`config.mk`:
```
export PLATFORM = sky130hd
export DESIGN_NAME = power_mode_reset_sequencer
export DESIGN_NICKNAME = d
export VERILOG_FILES = /design/src/hw/pmrs_pkg.sv /design/src/hw/pmrs_counter.sv /design/src/hw/power_mode_reset_sequencer.sv
export SDC_FILE = /design/constraint.sdc
export NUM_CORES = 1
export LEC_CHECK = 0
export ABC_AREA = 1
export BUFFER_PORTS_ARGS = -buffer_cell sky130_fd_sc_hd__buf_2
export CORE_AREA = 2 2 137 72
export CTS_CLUSTER_DIAMETER = 50
export DETAILED_ROUTE_END_ITERATION = 12
export DIE_AREA = 0 0 139 74
export GPL_ROUTABILITY_DRIVEN = 0
export PLACE_DENSITY = 0.56
export SETUP_SLACK_MARGIN = 0.1
export SLEW_MARGIN = 25
export SYNTH_ARGS = -nofsm -noshare
export SYNTH_HDL_FRONTEND = slang
export SYNTH_SLANG_ARGS = --single-unit
```
`constraint.sdc`:
```
create_clock -name ref_clk -period 1.7 [get_ports ref_clk]
set_input_delay 0.51 -clock ref_clk [delete_from_list [all_inputs] [get_ports ref_clk]]
set_output_delay 0.51 -clock ref_clk [all_outputs]
set_load 0.005 [all_outputs]
```
`src/hw/pmrs_pkg.sv`:
```
// Package: constants and carrier types for the power-mode and reset sequencer
package pmrs_pkg;

   // ----------------------------------------------------------------
   // Timing
   // ----------------------------------------------------------------
   localparam int unsigned CLK_PERIOD_NS      = 4;
   localparam int unsigned CLOCKS_PER_MCYCLE  = 4;
   localparam int unsigned RESET_HOLD_MCYCLES = 2;
   localparam int unsigned RESET_HOLD_CLOCKS  = RESET_HOLD_MCYCLES * CLOCKS_PER_MCYCLE;
   localparam int unsigned WDT_RESET_DELAY    = 512;
   localparam int unsigned STATE_FOURTH       = 3;

   // ----------------------------------------------------------------
   // Reset values
   // ----------------------------------------------------------------
   localparam logic [15:0] PC_RESET_VALUE = 16'h0000;

   // ----------------------------------------------------------------
   // Types
   // ----------------------------------------------------------------
   typedef enum logic [1:0] {
      MODE_RUN,
      MODE_IDLE,
      MODE_POWER_DOWN,
      MODE_RESET
   } mode_type;

   typedef struct packed {
      logic pwr_on;
      logic wdt_reset;
      logic wdt_reset_en;
   } reset_flags_type;

   typedef struct packed {
      logic cpu_clk_en;
      logic periph_clk_en;
      logic osc_en;
   } clock_gates_type;

endpackage : pmrs_pkg

```
`src/hw/pmrs_counter.sv`:
```
// Down-counter with load and expiry pulse
`timescale 1ns/1ps
module pmrs_counter
   import pmrs_pkg::*;
#(
   parameter int unsigned WIDTH = 10
)(
   input  wire logic             ref_clk,
   input  wire logic             rstn,
   input  wire logic             load,
   input  wire logic [WIDTH-1:0] load_value,
   input  wire logic             enable,
   output logic                  running,
   output logic                  expired
);

   initial
   begin
      if (WIDTH < 2) $error("pmrs_counter WIDTH too small");
   end

   typedef struct packed {
      logic [WIDTH-1:0] count;
      logic             running;
      logic             expired;
   } cnt_state_type;

   cnt_state_type state;
   cnt_state_type next_state;

   always_comb
   begin
      next_state         = state;
      next_state.expired = 1'b0;
      if (load)
      begin
         next_state.count   = load_value;
         next_state.running = 1'b1;
      end
      else if (state.running && enable)
      begin
         if (state.count == '0)
         begin
            next_state.running = 1'b0;
            next_state.expired = 1'b1;
         end
         else
         begin
            next_state.count = state.count - 1'b1;
         end
      end
   end

   always_ff @(posedge ref_clk)
   begin
      if (!rstn)
         state <= '0;
      else
         state <= next_state;
   end

   assign running = state.running;
   assign expired = state.expired;

endmodule : pmrs_counter

```
`src/hw/power_mode_reset_sequencer.sv`:
```
// Power-mode control, wake-up, reset synchronisation and reset-source flags
// Behaviour
// - Write setting idle is the last instruction before idle begins.
// - Idle gates CPU clock only; peripherals keep clocks; CPU state holds.
// - Idle drives address latch and program fetch strobes high; ports hold levels.
// - Enabled interrupt ends idle, clears idle bit, resumes after entering instruction.
// - Any reset ends idle; PC to zero; next instruction never executes.
// - Watchdog counts in idle; timeout wakes; reset 512 clocks later unless cleared. Here the timeout does not wake; only irq_pending wakes from idle.
// - Setting power-down stops every internal clock after that instruction.
// - Power-down drives both strobes low; ports output their port registers.
// - High reset pin ends power-down, restarts clock, execution from zero.
// - Watchdog cannot end power-down since its clock is stopped.
// - Enabled level-detect external interrupt low wakes power-down into its service.
// - External memory: port 0 floats; port 2 address in idle, data in power-down.
// - Reset pin sampled in fourth clock state of each machine cycle.
// - Reset held while pin high and two machine cycles after release.
// - External reset sets no flag; inferred when both flags clear.
// - Supply brown-out resets; recovery runs power-on delay and sets flag.
// - A machine cycle is four clock periods.
// - Watchdog reset held two machine cycles before execution from zero.
// - Flags: power-on sets own, clears watchdog flag and enable; others keep enable.
`timescale 1ns/1ps
module power_mode_reset_sequencer
   import pmrs_pkg::*;
#(
   parameter int unsigned POR_DELAY_CLOCKS = 64
)(
   input  wire logic            ref_clk,
   input  wire logic            rstn,
   input  wire logic            reset_pin,
   input  wire logic            supply_ok,
   input  wire logic            power_control_register_write,
   input  wire logic            power_control_register_idle_wr,
   input  wire logic            power_control_register_pd_wr,
   input  wire logic            irq_pending,
   input  wire logic [1:0]      ext_int_n,
   input  wire logic [1:0]      ext_int_en,
   input  wire logic [1:0]      ext_int_level,
   input  wire logic            global_interrupt_enable,
   input  wire logic            wdt_timeout,
   input  wire logic            wdt_clear,
   input  wire logic            flag_write,
   input  wire logic            flag_pwr_on_wr,
   input  wire logic            flag_wdt_wr,
   input  wire logic            flag_en_wr,
   input  wire logic            ext_program_mem,
   output clock_gates_type      clocks,
   output logic                 cpu_reset,
   output logic                 pc_load_zero,
   output logic                 idle_bit,
   output logic                 pd_bit,
   output logic                 addr_latch_strobe_force,
   output logic                 program_fetch_strobe_force,
   output logic                 strobe_force_level,
   output logic                 ports_hold,
   output logic                 port0_float,
   output logic                 port2_data_select,
   output reset_flags_type      flags
);

   // ----------------------------------------------------------------
   // Checks
   // ----------------------------------------------------------------
   initial
   begin
      if (POR_DELAY_CLOCKS < 1 || POR_DELAY_CLOCKS > 65535) $error("POR_DELAY_CLOCKS out of range");
   end

   // ----------------------------------------------------------------
   // Pin synchronisers
   // ----------------------------------------------------------------
   typedef struct packed {
      logic [1:0] rst_meta;
      logic [1:0] sup_meta;
      logic [1:0] int0_meta;
      logic [1:0] int1_meta;
   } sync_type;

   sync_type sync;
   always_ff @(posedge ref_clk)
   begin
      if (!rstn)
         sync <= '{rst_meta: 2'b00, sup_meta: 2'b00, int0_meta: 2'b11, int1_meta: 2'b11};
      else
         sync <= '{rst_meta: {sync.rst_meta[0], reset_pin}, sup_meta: {sync.sup_meta[0], supply_ok},
                   int0_meta: {sync.int0_meta[0], ext_int_n[0]}, int1_meta: {sync.int1_meta[0], ext_int_n[1]}};
   end

   logic       rst_s;
   logic       sup_s;
   logic [1:0] int_n_s;
   assign rst_s   = sync.rst_meta[1];
   assign sup_s   = sync.sup_meta[1];
   assign int_n_s = {sync.int1_meta[1], sync.int0_meta[1]};

   // ----------------------------------------------------------------
   // State
   // ----------------------------------------------------------------
   typedef struct packed {
      mode_type        mode;
      logic [1:0]      phase;
      logic            rst_sampled;
      logic            wdt_armed;
      logic            was_por;
      reset_flags_type flags;
      clock_gates_type clocks;
      logic            cpu_reset;
      logic            pc_load_zero;
      logic            strobe_force;
      logic            strobe_level;
      logic            pd_mode;
      logic            ports_hold;
      logic            port0_float;
      logic            port2_data;
   } seq_state_type;

   seq_state_type state;
   seq_state_type next_state;

   logic hold_load;
   logic hold_running;
   logic hold_done;
   logic wdt_load;
   logic wdt_running;
   logic wdt_fire;
   logic por_load;
   logic por_running;
   logic por_done;
   logic fourth_clock_state;
   logic level_wake;

   assign fourth_clock_state = (state.phase == 2'(STATE_FOURTH));
   assign level_wake = |(~int_n_s & ext_int_en & ext_int_level) && global_interrupt_enable;

   // ----------------------------------------------------------------
   // Timers
   // ----------------------------------------------------------------
   pmrs_counter #(.WIDTH(4)) u_hold (
      .ref_clk    (ref_clk),
      .rstn       (rstn),
      .load       (hold_load),
      .load_value (4'(RESET_HOLD_CLOCKS - 1)),
      .enable     (1'b1),
      .running    (hold_running),
      .expired    (hold_done)
   );

   pmrs_counter #(.WIDTH(10)) u_wdt (
      .ref_clk    (ref_clk),
      .rstn       (rstn),
      .load       (wdt_load),
      .load_value (10'(WDT_RESET_DELAY - 1)),
      .enable     (state.clocks.periph_clk_en),
      .running    (wdt_running),
      .expired    (wdt_fire)
   );

   pmrs_counter #(.WIDTH(16)) u_por (
      .ref_clk    (ref_clk),
      .rstn       (rstn),
      .load       (por_load),
      .load_value (16'(POR_DELAY_CLOCKS - 1)),
      .enable     (1'b1),
      .running    (por_running),
      .expired    (por_done)
   );

   // ----------------------------------------------------------------
   // Sequencer
   // ----------------------------------------------------------------
   always_comb
   begin
      next_state              = state;
      next_state.phase        = state.phase + 2'd1;
      next_state.pc_load_zero = 1'b0;
      hold_load = 1'b0;
      por_load  = 1'b0;
      wdt_load  = 1'b0;

      if (fourth_clock_state)
         next_state.rst_sampled = rst_s;

      // Watchdog: armed on timeout, disarmed by software clear
      if (wdt_clear)
         next_state.wdt_armed = 1'b0;
      else if (wdt_timeout && state.flags.wdt_reset_en && state.clocks.periph_clk_en)
      begin
         next_state.wdt_armed = 1'b1;
         wdt_load = !state.wdt_armed;
      end

      // Software flag writes; hardware sets below take precedence
      if (flag_write)
      begin
         next_state.flags.pwr_on       = flag_pwr_on_wr;
         next_state.flags.wdt_reset    = flag_wdt_wr;
         next_state.flags.wdt_reset_en = flag_en_wr;
      end

      if (!sup_s)
      begin
         next_state.mode      = MODE_RESET;
         next_state.was_por   = 1'b1;
         next_state.cpu_reset = 1'b1;
         next_state.wdt_armed = 1'b0;
         por_load             = 1'b1;
         next_state.flags     = '{pwr_on: 1'b1, wdt_reset: 1'b0, wdt_reset_en: 1'b0};
      end
      else
      begin
         case (state.mode)
            MODE_RUN, MODE_IDLE:
            begin
               if (state.rst_sampled || (wdt_fire && state.wdt_armed && !wdt_clear))
               begin
                  if (wdt_fire && state.wdt_armed && !state.rst_sampled)
                     next_state.flags.wdt_reset = 1'b1;
                  next_state.mode      = MODE_RESET;
                  next_state.cpu_reset = 1'b1;
                  next_state.was_por   = 1'b0;
                  next_state.wdt_armed = 1'b0;
                  hold_load            = 1'b1;
               end
               else if (state.mode == MODE_IDLE && irq_pending)
                  next_state.mode = MODE_RUN;
               else if (state.mode == MODE_RUN && power_control_register_write && power_control_register_pd_wr)
                  next_state.mode = MODE_POWER_DOWN;
               else if (state.mode == MODE_RUN && power_control_register_write && power_control_register_idle_wr)
                  next_state.mode = MODE_IDLE;
            end
            MODE_POWER_DOWN:
            begin
               // Clock stopped: raw synced pin, no phase sampling possible
               if (rst_s)
               begin
                  next_state.mode      = MODE_RESET;
                  next_state.cpu_reset = 1'b1;
                  hold_load            = 1'b1;
               end
               else if (level_wake)
                  next_state.mode = MODE_RUN;
            end
            MODE_RESET:
            begin
               if (state.rst_sampled || rst_s)
                  hold_load = 1'b1;
               else if (!hold_running && !por_running && !hold_load)
               begin
                  next_state.mode         = MODE_RUN;
                  next_state.cpu_reset    = 1'b0;
                  next_state.pc_load_zero = 1'b1;
               end
               if (por_done)
                  next_state.was_por = 1'b0;
            end
            default:
               next_state.mode = MODE_RESET;
         endcase
      end

      // Clock gates and pin forcing follow the next mode
      next_state.clocks.cpu_clk_en    = (next_state.mode == MODE_RUN) || (next_state.mode == MODE_RESET);
      next_state.clocks.periph_clk_en = (next_state.mode != MODE_POWER_DOWN);
      next_state.clocks.osc_en        = (next_state.mode != MODE_POWER_DOWN);
      next_state.strobe_force = (next_state.mode == MODE_IDLE) || (next_state.mode == MODE_POWER_DOWN);
      next_state.strobe_level = (next_state.mode == MODE_IDLE);
      next_state.pd_mode      = (next_state.mode == MODE_POWER_DOWN);
      next_state.ports_hold   = next_state.strobe_force;
      next_state.port0_float  = next_state.strobe_force && ext_program_mem;
      next_state.port2_data   = !ext_program_mem || (next_state.mode == MODE_POWER_DOWN);
   end

   always_ff @(posedge ref_clk)
   begin
      if (!rstn)
      begin
         state              <= '0;
         state.mode         <= MODE_RESET;
         state.cpu_reset    <= 1'b1;
         state.clocks       <= '{cpu_clk_en: 1'b1, periph_clk_en: 1'b1, osc_en: 1'b1};
         state.port2_data   <= 1'b1;
      end
      else
         state <= next_state;
   end

   // ----------------------------------------------------------------
   // Outputs
   // ----------------------------------------------------------------
   assign clocks                     = state.clocks;
   assign cpu_reset                  = state.cpu_reset;
   assign pc_load_zero               = state.pc_load_zero;
   assign idle_bit                   = state.strobe_level;
   assign pd_bit                     = state.pd_mode;
   assign addr_latch_strobe_force    = state.strobe_force;
   assign program_fetch_strobe_force = state.strobe_force;
   assign strobe_force_level         = state.strobe_level;
   assign ports_hold                 = state.ports_hold;
   assign port0_float                = state.port0_float;
   assign port2_data_select          = state.port2_data;
   assign flags                      = state.flags;

   // ----------------------------------------------------------------
   // Assertions
   // ----------------------------------------------------------------
   AST_IDLE_CLOCKS: assert property (@(posedge ref_clk) disable iff (!rstn)
      idle_bit |-> !clocks.cpu_clk_en && clocks.periph_clk_en)
      else $error("idle clock gating wrong");
   AST_PD_CLOCKS: assert property (@(posedge ref_clk) disable iff (!rstn)
      pd_bit |-> !clocks.osc_en && !clocks.periph_clk_en)
      else $error("power-down clocks not stopped");
   AST_STROBE_LEVEL: assert property (@(posedge ref_clk) disable iff (!rstn)
      (idle_bit |-> strobe_force_level) and (pd_bit |-> !strobe_force_level))
      else $error("strobe level wrong in low-power mode");
   AST_IDLE_WAKE: assert property (@(posedge ref_clk) disable iff (!rstn)
      idle_bit && irq_pending && !state.rst_sampled && sup_s && !wdt_fire |=> !idle_bit && !cpu_reset)
      else $error("interrupt did not end idle");
   AST_PD_PRIORITY: assert property (@(posedge ref_clk) disable iff (!rstn)
      state.mode == MODE_RUN && power_control_register_write && power_control_register_pd_wr && sup_s && !state.rst_sampled && !wdt_fire
      |=> pd_bit)
      else $error("power-down did not take precedence");
   AST_PD_NO_WDT: assert property (@(posedge ref_clk) disable iff (!rstn)
      pd_bit && !rst_s && sup_s |=> !flags.wdt_reset || $past(flags.wdt_reset))
      else $error("watchdog acted in power-down");
   AST_RESET_HOLD: assert property (@(posedge ref_clk) disable iff (!rstn)
      $rose(cpu_reset) && sup_s |-> cpu_reset [*8])
      else $error("reset shorter than two machine cycles");
   AST_POR_FLAGS: assert property (@(posedge ref_clk) disable iff (!rstn)
      !sup_s |=> flags.pwr_on && !flags.wdt_reset && !flags.wdt_reset_en && cpu_reset)
      else $error("power-on flags wrong");
   AST_RESET_PC: assert property (@(posedge ref_clk) disable iff (!rstn)
      $fell(cpu_reset) |-> pc_load_zero)
      else $error("execution did not restart at zero");

endmodule : power_mode_reset_sequencer

```
==> results.cfg <==
[run_status]
outcome = finished clean

[flow_run]
drv_cap = 0

[detailed_routing]
ant_nets = 0
dr.pass1.iters = 5
viasPerCell = 4.62
wire_per_inst_um = 12.8
wl_mm = 8.31
vias = 3000
drc = 0
drt_iter0_drc = 213

[floorplan]
start_util = 0.341
rows = 25
die_h_um = 74
die_w_um = 139
num_io_pins = 38
coreArea_sq_mm = 0.00913
fp.dieArea_sq_mm = 0.0103

[cells_and_area]
syn2layout_area_growth_pct = 26.7
nets = 555
diodes = 0
stdcell_count = 650
final_layout_size_suffix_gt1_frac = 0.246

[logic_synthesis]
syn_area_sq_mm = 0.00312
yosys_most_used_dff = dfxtp_1
synthArstFlopShare = 0
syn-num-nets = 497
synth_warnings = 0
syn_area_per_cell_sq_um = 6.69
synth-seq-area-share = 0.385
synth_top_area_share = 0.385
ys_types = 31
synth_edf_count = 0
ys_top_cells_by_area = dfxtp_1 39%, nand2_1 17%, nor2_1 7.2%
yosysTopAreaCell = dfxtp_1
syn_inst = 466
ys_ff_latch = 60

[placement]
hpwl_mm = 6.27
place_inst = 629
io_buffers = 37
pre_cts_ws_ns = -0.226

[global_route]
grt_max_degree = 15
grt_pass1_wl_mm = 13.2
grt_pass1_vias = 2601
overflow = 0
track_usage = 0.167
antenna_found_initial = 0

[min_path]
hold_depth = 3
min_path_type = in2reg

[sta]
worst_slack_ns = 0.129
period_share = 0.924
rsz0062_at_grt = true
hold_viol_final = 0
fmaxAchievable_mhz = 636
setup_viol = 0
slew_violations = 0
slew_headroom = 0.695
skew_ns = 0.0107
min_period_ns = 1.57
worst_pin_slew_ns = 0.457

[power_and_ir_drop]
powerDensity_mw_per_mm2 = 944
p_leak_nw = 1.95
peakVddDrop_v = 0.000494

[critical_path]
cp-end-kind = register
crit_type = reg2reg
arrival_ns = 1.84
start_kind = register
required_ns = 1.97
worstRegToRegCells = 11
crit_path_max_fanout = 3

[cts]
cts_made_buffers = 9
cts-root-buf = clkbuf_16
clk_path_buf_depth = 2
hold_buffers = 0
clkTransAtPathRegs_ns = 0.05
clock_sinks = 60
htreeDepth = 3
clk_latency_ns = 0.33
cts_tree = built
worst max-delay path, cell delays in order (launching register included):
cell     delay [ns]
dfxtp_2        0.34
nand2_2        0.07
o21ai_2        0.15
nand2_2        0.11
buf_6          0.13
nand2_2        0.05
nor3_2         0.03
nand2_1        0.14
ha_4           0.23
nor2_2         0.12
inv_2          0.05
nor2_2         0.09
per-layer routing:
metal | wire [um] | global-route usage | part of all wire
met1 | 4730 | 0.263 | 0.57
met2 | 2990 | 0.207 | 0.36
met3 | 521 | 0.0534 | 0.063
met4 | 74 | 0.0561 | 0.0089
met5 | 0 | 0 | 0
cell usage after synthesis, types with 2 or more instances:
library cell  number
nand4_1            8
nor2_2             2
nand3b_1           7
inv_1             55
a21oi_1           27
nor2_4             2
inv_2              2
o21ai_1            3
buf_4              9
nor3_1             2
dfxtp_1           60
buf_2              3
xor2_1             6
a21oi_2            5
or2_2              6
clkbuf_1           5
o21ai_0            8
nor2_1            60
ha_1               9
nand2_2            6
nand2_1          144
nand3_1           28
cells in the final DEF, fill, tap and decap left out, types with 2 or more instances in the layout:
master,synthesis,layout
nand2_1,144,139
ha_1,9,7
o21ai_2,1,2
nand4_1,8,8
dfxtp_1,60,56
buf_2,3,37
nor2_4,2,2
ha_4,0,2
nor2_2,2,6
nand3_1,28,27
nand3b_1,7,7
dfxtp_2,0,3
buf_4,9,28
a21oi_1,27,26
xor2_1,6,6
inv_1,55,49
inv_2,2,8
o21ai_0,8,8
bufinv_16,0,2
nor2_1,60,56
clkbuf_1,5,2
a21oi_2,5,6
clkbuf_16,0,9
o21ai_1,3,2
nand2_2,6,11
or2_2,6,6
final cells by class:
type / count / area (sq um)
Multi-Input combinational cell: 330 / 1650
Tap cell: 121 / 151
Timing Repair Buffer: 66 / 407
Fill cell: 948 / 5180
Clock buffer: 12 / 246
Sequential cell: 60 / 1210
Clock inverter: 4 / 72.6
Inverter: 57 / 214
cells by family after synthesis:
group / Yosys count / synth area share
XOR/XNOR: 6 / 0.0169
AND/OR/NAND/NOR: 267 / 0.368
buffers and inverters: 76 / 0.106
AO/OA/AOI/OAI: 48 / 0.0879
adder cells (fa/ha/maj): 9 / 0.0361
flip-flops: 60 / 0.385
final timing paths:
path                            startpoint           to  slack (ns)
worst min register to register     sync[0]   int_n_s[1]        0.42
worst min-delay path             reset_pin      sync[6]        0.36
worst max register to register   state[15]  port0_float        0.13
worst max-delay path             state[15]  port0_float        0.13
state kept, by name (all words and copies together) (netlist names), 2 cells and up:
register,count
clocks,2
flags,3
int_n_s,2
state,6
sync,4
u_hold.state,4
u_por.state,16
u_wdt.state,10
what timing repair did:
action,in CTS,in global routing
setup endpoints to repair,12,17
cloned,0,0
resized for setup,8,20
setup buffers,2,4
pin swaps,3,10
stage by stage:
stage               utilization  instance area (sq um)  hold slack, ns  total power, mW  TNS (ns)
finish                    0.432                   3950           0.362             3.73         0
global route              0.432                   3950           0.353             3.88         0
CTS                       0.424                   3870           0.348             3.76         0
detailed placement        0.385                   3520           0.409             1.78    -0.726
global placement          0.385                   3520           0.402             1.77    -0.343
floorplan                     -                   3120           0.390             1.67         0
power breakdown:
part | internal [mW] | leakage [nW] | total (mW) | switching [mW]
logic | 0.120 | 1.30 | 0.295 | 0.175
clock network | 1.32 | 0.153 | 1.96 | 0.637
registers | 1.45 | 0.490 | 1.48 | 0.0304
total | 2.89 | 1.95 | 3.73 | 0.842
No activity file was read; power rests on OpenSTA's default activity.
